**src/hw/lsf_consts.vh**
```
// Constants for the LIN status and error flag block
`ifndef LSF_CONSTS_VH
`define LSF_CONSTS_VH
// Indirect register addresses
`define LSF_ADDR_CONTROL      4'h8
`define LSF_ADDR_STATUS       4'h9
`define LSF_ADDR_ERROR        4'hA
// Control register bit positions
`define LSF_CTRL_STOP         7
`define LSF_CTRL_DTACK        4
`define LSF_CTRL_CLR_INT      3
`define LSF_CTRL_CLR_ERR      2
// Status register bit positions
`define LSF_ST_ACTIVE         7
`define LSF_ST_IDLE_TIMEOUT_ERROR      6
`define LSF_ST_ABORT          5
`define LSF_ST_DATA_REQ       4
`define LSF_ST_INT_PEND       3
`define LSF_ST_ERROR          2
`define LSF_ST_WAKEUP         1
`define LSF_ST_DONE           0
// Error register bit positions
`define LSF_ERR_SYNC          4
`define LSF_ERR_PARITY        3
`define LSF_ERR_TIMEOUT       2
`define LSF_ERR_CHECKSUM      1
`define LSF_ERR_BIT           0
// Reset values
`define LSF_STATUS_RST        8'h00
`define LSF_ERROR_RST         5'h00
// Timing: clock rate, idle timeout and tick period
`define LSF_CLK_KHZ           250000
`define LSF_IDLE_TIMEOUT_MS   4000
`define LSF_TICK_MS           1
`endif

```
**src/hw/lsf_idle_timer.v**
```verilog
// Bus idle timer built from a millisecond tick divider and a tick counter
`timescale 1ns/1ps
`include "lsf_consts.vh"
module lsf_idle_timer #(
   parameter TICK_CYCLES = `LSF_CLK_KHZ * `LSF_TICK_MS,
   parameter TICKS       = `LSF_IDLE_TIMEOUT_MS / `LSF_TICK_MS
) (
   input  wire        clk,
   input  wire        resetn,
   input  wire        restart,
   output reg         expired_r
);
   reg  [31:0] div_r;
   reg  [31:0] ticks_r;
   wire        tick;

   // One-cycle enable every tick period
   assign tick = (div_r == TICK_CYCLES - 1);

   // Divider and tick counter, both restarted by bus activity
   always @(posedge clk or negedge resetn) begin
      if (!resetn) begin
         div_r     <= 32'h00000000;
         ticks_r   <= 32'h00000000;
         expired_r <= 1'b0;
      end else if (restart) begin
         div_r     <= 32'h00000000;
         ticks_r   <= 32'h00000000;
         expired_r <= 1'b0;
      end else if (tick) begin
         div_r <= 32'h00000000;
         if (ticks_r == TICKS - 1) begin
            expired_r <= 1'b1;
         end else begin
            ticks_r <= ticks_r + 32'h00000001;
         end
      end else begin
         div_r <= div_r + 32'h00000001;
      end
   end
endmodule // lsf_idle_timer

```
**src/hw/lsf_status_flags.v**
```verilog
// LIN status and error flag registers with indirect read and control strobes
`timescale 1ns/1ps
`include "lsf_consts.vh"

module lsf_status_flags #(
   parameter TICK_CYCLES = `LSF_CLK_KHZ * `LSF_TICK_MS,
   parameter IDLE_TICKS  = `LSF_IDLE_TIMEOUT_MS / `LSF_TICK_MS
) (
   input  wire        clk,
   input  wire        resetn,
   // Indirect register access
   input  wire [3:0]  reg_addr,
   input  wire        reg_wr,
   input  wire [7:0]  reg_wdata,
   input  wire        reg_rd,
   output reg  [7:0]  reg_rdata_r,
   // Bus pin and mode
   input  wire        lin_rx,
   input  wire        master_mode,
   input  wire        sleep_state,
   // Frame engine events, same clock
   input  wire        frame_busy,
   input  wire        frame_start,
   input  wire        frame_done,
   input  wire        break_seen,
   input  wire        id_received,
   input  wire        wakeup_tx_active,
   input  wire        wakeup_rx,
   input  wire        sync_field_error,
   input  wire        parity_error,
   input  wire        timeout_error,
   input  wire        checksum_error,
   input  wire        bit_mismatch_error,
   // Flag outputs
   output reg         comm_blocked_r,
   output reg         interrupt_pending_flag_r,
   output reg         data_request_flag_r
);
   reg  [1:0] rx_sync_r;
   reg        active_r;
   reg        bus_idle_timeout_flag_r;
   reg        abort_r;
   reg        error_sum_r;
   reg        wakeup_rx_r;
   reg        wakeup_r;
   reg        done_r;
   reg  [4:0] lin_error_flags_r;
   reg  [4:0] lin_error_flags_nxt;
   wire       slave;
   wire       ctrl_wr;
   wire       stop_wr;
   wire       clear_interrupt_strobe;
   wire       clear_error_strobe;
   wire       dtack_wr;
   wire       busy_now;
   wire       break_abort;
   wire       idle_expired;
   wire [4:0] err_events;
   wire       any_err;
   wire       int_event;
   wire [7:0] status_word;

   // Decode of one strobe bit of a control write; the strobes
   // exist only for the cycle of the write and never read back
   function ctrl_strobe;
      input         wr_ctrl;
      input [7:0]   wdata;
      input integer pos;
      begin
         ctrl_strobe = wr_ctrl & wdata[pos];
      end
   endfunction

   // Decode of control writes
   assign slave                  = ~master_mode;
   assign ctrl_wr                = reg_wr & (reg_addr == `LSF_ADDR_CONTROL);
   assign stop_wr                = ctrl_wr & reg_wdata[`LSF_CTRL_STOP] & slave;
   assign clear_interrupt_strobe = ctrl_strobe(ctrl_wr, reg_wdata, `LSF_CTRL_CLR_INT);
   assign clear_error_strobe     = ctrl_strobe(ctrl_wr, reg_wdata, `LSF_CTRL_CLR_ERR);
   assign dtack_wr               = ctrl_strobe(ctrl_wr, reg_wdata, `LSF_CTRL_DTACK);

   // Error events gathered in register bit order
   assign err_events = {sync_field_error & slave, parity_error & slave, timeout_error,
                        checksum_error, bit_mismatch_error};
   assign any_err    = |err_events;
   assign busy_now   = ~rx_sync_r[1] | frame_busy;
   assign int_event  = frame_done | (id_received & slave) | any_err | wakeup_rx
                     | break_abort;

   // Break that cuts a pending slave frame; aborts it and interrupts
   assign break_abort = break_seen & frame_busy & slave;

   // Pin synchroniser, two stages
   always @(posedge clk or negedge resetn) begin
      if (!resetn) begin
         rx_sync_r <= 2'h3;
      end else begin
         rx_sync_r <= {rx_sync_r[0], lin_rx};
      end
   end

   // Quiet-bus timer
   // Activity restarts it, so the idle flag drops two cycles after busy_now rises
   lsf_idle_timer #(
      .TICK_CYCLES (TICK_CYCLES),
      .TICKS       (IDLE_TICKS)
   ) u_idle (
      .clk       (clk),
      .resetn    (resetn),
      .restart   (busy_now),
      .expired_r (idle_expired)
   );

   // Error flags: set wins over clear
   // A clear wipes old flags, then this cycle's events are merged back in
   always @* begin
      lin_error_flags_nxt = lin_error_flags_r;
      if (clear_error_strobe) begin
         lin_error_flags_nxt = `LSF_ERROR_RST;
      end
      lin_error_flags_nxt = lin_error_flags_nxt | err_events;
   end

   // Status flags
   // Set conditions are tested first, except the break clear of comm_blocked_r, so only abort_r's break clear can lose to a strobe (stop_wr)
   always @(posedge clk or negedge resetn) begin
      if (!resetn) begin
         active_r                 <= 1'b0;
         bus_idle_timeout_flag_r  <= 1'b0;
         abort_r                  <= 1'b0;
         data_request_flag_r      <= 1'b0;
         interrupt_pending_flag_r <= 1'b0;
         error_sum_r              <= 1'b0;
         wakeup_rx_r              <= 1'b0;
         wakeup_r                 <= 1'b0;
         done_r                   <= 1'b0;
         comm_blocked_r           <= 1'b0;
         lin_error_flags_r        <= `LSF_ERROR_RST;
      end else begin
         active_r <= busy_now;
         bus_idle_timeout_flag_r <= slave & idle_expired & ~sleep_state;
         lin_error_flags_r <= lin_error_flags_nxt;
         // Abort flag
         if (break_abort | stop_wr) begin
            abort_r <= 1'b1;
         end else if (break_seen & ~frame_busy) begin
            abort_r <= 1'b0;
         end
         // Data request, dropped by acknowledge, a new frame or master mode
         if (id_received & slave) begin
            data_request_flag_r <= 1'b1;
         end else if (dtack_wr | frame_start | master_mode) begin
            data_request_flag_r <= 1'b0;
         end
         // Interrupt pending: event wins over the strobe
         if (int_event) begin
            interrupt_pending_flag_r <= 1'b1;
         end else if (clear_interrupt_strobe) begin
            interrupt_pending_flag_r <= 1'b0;
         end
         // Error summary: event wins over the strobe
         if (any_err) begin
            error_sum_r <= 1'b1;
         end else if (clear_error_strobe) begin
            error_sum_r <= 1'b0;
         end
         // Received wakeup held until the next frame
         if (wakeup_rx) begin
            wakeup_rx_r <= 1'b1;
         end else if (frame_start) begin
            wakeup_rx_r <= 1'b0;
         end
         wakeup_r <= wakeup_tx_active | wakeup_rx | wakeup_rx_r;
         // Completion flag
         if (frame_done) begin
            done_r <= 1'b1;
         end else if (frame_start) begin
            done_r <= 1'b0;
         end
         // Communication block until next break
         if (break_seen) begin
            comm_blocked_r <= 1'b0;
         end else if (stop_wr) begin
            comm_blocked_r <= 1'b1;
         end
      end
   end

   assign status_word = {active_r, bus_idle_timeout_flag_r, abort_r, data_request_flag_r,
                         interrupt_pending_flag_r, error_sum_r, wakeup_r, done_r};

   // Registered read; control strobes read as zero
   // Sees the flags as they stood before this edge's updates
   always @(posedge clk or negedge resetn) begin
      if (!resetn) begin
         reg_rdata_r <= 8'h00;
      end else if (reg_rd) begin
         case (reg_addr)
            `LSF_ADDR_STATUS: reg_rdata_r <= status_word;
            `LSF_ADDR_ERROR:  reg_rdata_r <= {3'h0, lin_error_flags_r};
            default:          reg_rdata_r <= 8'h00;
         endcase
      end
   end
endmodule // lsf_status_flags

```
**config.mk**
```make
export PLATFORM = sky130hd
export DESIGN_NAME = lsf_status_flags
export DESIGN_NICKNAME = d
export VERILOG_FILES = /design/src/hw/lsf_idle_timer.v /design/src/hw/lsf_status_flags.v
export VERILOG_INCLUDE_DIRS = /design/src /design/src/hw
export SDC_FILE = /design/constraint.sdc
export NUM_CORES = 1
export LEC_CHECK = 0
export ABC_CLOCK_PERIOD_IN_PS = 2590
export BUFFER_PORTS_ARGS = -buffer_cell sky130_fd_sc_hd__buf_2
export CORE_ASPECT_RATIO = 0.9
export CORE_MARGIN = 2
export CORE_UTILIZATION = 45
export CTS_CLUSTER_DIAMETER = 80
export DETAILED_ROUTE_END_ITERATION = 16
export HOLD_SLACK_MARGIN = 0.05
export SLEW_MARGIN = 0
export SYNTH_ARGS = -nofsm -noshare
export SYNTH_HDL_FRONTEND = slang
export SYNTH_SLANG_ARGS = --single-unit
```
**constraint.sdc**
```tcl
create_clock -name clk -period 2.59 [get_ports clk]
set_clock_uncertainty 0.2 [all_clocks]
set_input_delay 0.518 -clock clk [delete_from_list [all_inputs] [get_ports clk]]
set_output_delay 0.518 -clock clk [all_outputs]
set_load 0.1 [all_outputs]
```
==> results.cfg <==
[critical_path]
worstPathRequired_ps = 2650
critical_path.endpoint = u_idle.ticks_r[9]
crit_start = u_idle.div_r[27]
r2r_cells = 6
crit_type = reg -> reg
r2r_start = u_idle.div_r[27]
critical_path_peak_fanout = 39
worstSetupStartpointType = flip-flop
worstReg2RegEnd = u_idle.ticks_r[9]
end_kind = flip-flop
rrSetupSlack_ps = 120
cp.arrival_ps = 2530

[clock_tree]
numCtsBuffers = 9
htreeDepth = 3
clkTransAtPathRegs_ps = 70
cts_tree = done
clock_latency_ps = 340
clock_sinks = 90
cts_root_buffer = clkbuf_16
clk_path_buf_depth = 2

[power_and_ir_drop]
ir_drop_mv = 0.404
power_density_mw_per_mm2 = 581
fin_total_pwr_mw = 3.15
power.leakage_nw = 2.22

[die]
die_y_um = 99.5
die_area_mm2 = 0.0110
ios = 42
die_w_um = 110
coreArea_mm2 = 0.00978
num_rows = 34
initial_core_util = 0.466

[logic_synthesis]
yosysTopAreaCell = dfrtp_1
synth_warnings = 0
synth_edf_count = 0
synth_nets = 516
synth.yosys.seq_area_share = 0.494
netlist-cell-type-count = 41
syn_inst = 483
avgSynthCellArea_um2 = 9.44
yosysTopAreaCellShare = 0.483
synthFlopType = dfrtp_1
syn_area_mm2 = 0.00456
yosys-top-cells-area = dfrtp_1, nor2_1, a21oi_1
async_reset_ff_frac = 1.00
synth-seq-cells = 90

[global_route]
grt_max_degree = 62
first_global_vias = 3808
antenna_found_initial = 0
grt_overflow = 0
grt_pass1_wl_mm = 18.5
grtUsageTotal = 0.216

[routing]
vias = 3890
vias_per_cell = 5.85
initialDrtViolationCount = 203
wl_mm = 10.7
drc_errors = 0
first_pass_iters = 4
ant_nets = 0
wire_per_inst_um = 16.0

[final_layout]
final_core_util = 0.554
syn_to_final_growth_pct = 18.9
post_layout_nonfiller_instances = 665
fillCellCount = 906
drive_above_1_share = 0.167
layout.nets = 567
n_antenna_cell = 0
multiInputGateArea_mm2 = 0.00220
seq_area_mm2 = 0.00225
fin_area_mm2 = 0.00543

[timing]
worstMarginPinSlew_ps = 601
drv_slew = 0
fin_crit_sh = 0.955
hold_viol = 0
fin_crit_ps = 2470
rsz0062_at_grt = false
setup_violations = 0
max_slew_margin = 0.599
setup_slack_ps = 118
tns_ps = 0
hold_ws_ps = 71.2
fmax_ghz = 0.404

[hold_path]
hp-class = in -> reg

[placement]
port_buffers = 37
hpwl_mm = 7.48
dpl-instance-area_mm2 = 0.00503
gp_congestion = 0.880
pre_cts_ws_ps = 147
place_inst = 647

[flow_run]
cap_violations = 0

[run_status]
status = finished, final reports clean
-- worst min-delay path by stage --
| stage | start | endpoint | slack [ps] | cells past startpoint |
|---|---|---|---|---|
| final | lin_rx | rx_sync_r[0] | 70 | 1 |
| after global routing | lin_rx | rx_sync_r[0] | 60 | 1 |
| after CTS | lin_rx | rx_sync_r[0] | 60 | 1 |
| after detailed placement | rx_sync_r[0] | rx_sync_r[1] | 150 | 0 |
| after global placement | rx_sync_r[0] | rx_sync_r[1] | 150 | 0 |
| after floorplan | resetn | abort_r | 20 | 0 |
-- kinds of logic after synthesis --
kind of cell / count (synthesis) / share of synthesized area
buffers and inverters: 33 / 0.0277
adder cells (fa/ha/maj): 2 / 0.00548
XOR/XNOR: 27 / 0.0518
AND/OR/NAND/NOR: 231 / 0.281
flip-flops: 90 / 0.494
AO/OA/AOI/OAI: 100 / 0.140
-- timing repair --
action,4_1_cts,5_1_grt
endpoints found under the setup margin,0,6
endpoints found under the hold margin,29,0
hold buffers,1,0
setup buffers,0,1
resized for setup,0,5
-- cell usage after synthesis (all sizes together), types with 2 or more instances --
library cell	instances
ha	2
nand2	32
o21ai	16
clkbuf	20
or4	22
nor4b	3
a31oi	5
dfrtp	88
a21o	6
and3	13
a22o	2
or3	12
xnor2	17
buf	2
o211ai	6
nor4	12
nor3b	4
and2	3
xor2	10
a21oi	34
dfstp	2
a22oi	5
nor2b	2
nor2	52
nor3	14
a41o	4
o2111ai	2
inv	11
o31ai	17
and4	10
nand4	18
nand3	30
-- report_power, final --
group          switching, mW  internal (mW)
Sequential            0.0109           1.43
Combinational          0.145         0.0458
Clock                  0.550          0.972
-- critical path, stage by stage (launching register included) --
cell     delay, ps
dfrtp_1        410
or4_4          540
nor3_4         230
nand3_2        120
buf_12         180
or4_1          540
a21oi_2        150
-- cells in the final DEF, fill, tap and decap left out, drive strengths merged, types with 12 or more instances in the layout --
master  Yosys  final
nand3      30     30
nand2      32     32
xnor2      17     17
nor3       14     14
buf         2     61
nor2       52     52
inv        11     12
dfrtp      88     88
nand4      18     18
or3        12     12
and3       13     13
o21ai      16     16
nor4       12     12
or4        22     22
o31ai      17     17
a21oi      34     34
-- layout make-up --
| type | count | share of cell area |
|---|---|---|
| tap | 126 | 0.0291 |
| inverter | 11 | 0.00761 |
| clock buffer | 10 | 0.0440 |
| sequential | 90 | 0.416 |
| multi-input combinational | 360 | 0.406 |
| clock inverter | 6 | 0.0208 |
| timing repair buffer | 62 | 0.0766 |
-- state kept, by name, summed over array words and instances, names as in the netlist, 2 cells and up --
name,cells
u_idle.div_r,32
u_idle.ticks_r,32
reg_rdata_r,8
lin_error_flags_r,5
rx_sync_r,2
-- metal layers --
metal,track usage,routed length (µm),vias up
met4,0.0635,138,0
met5,0,0,-
met1,0.311,5100,1896
met3,0.0491,531,13
met2,0.324,4900,75
li1,-,-,1906
Power figures use the tool's default switching activity.
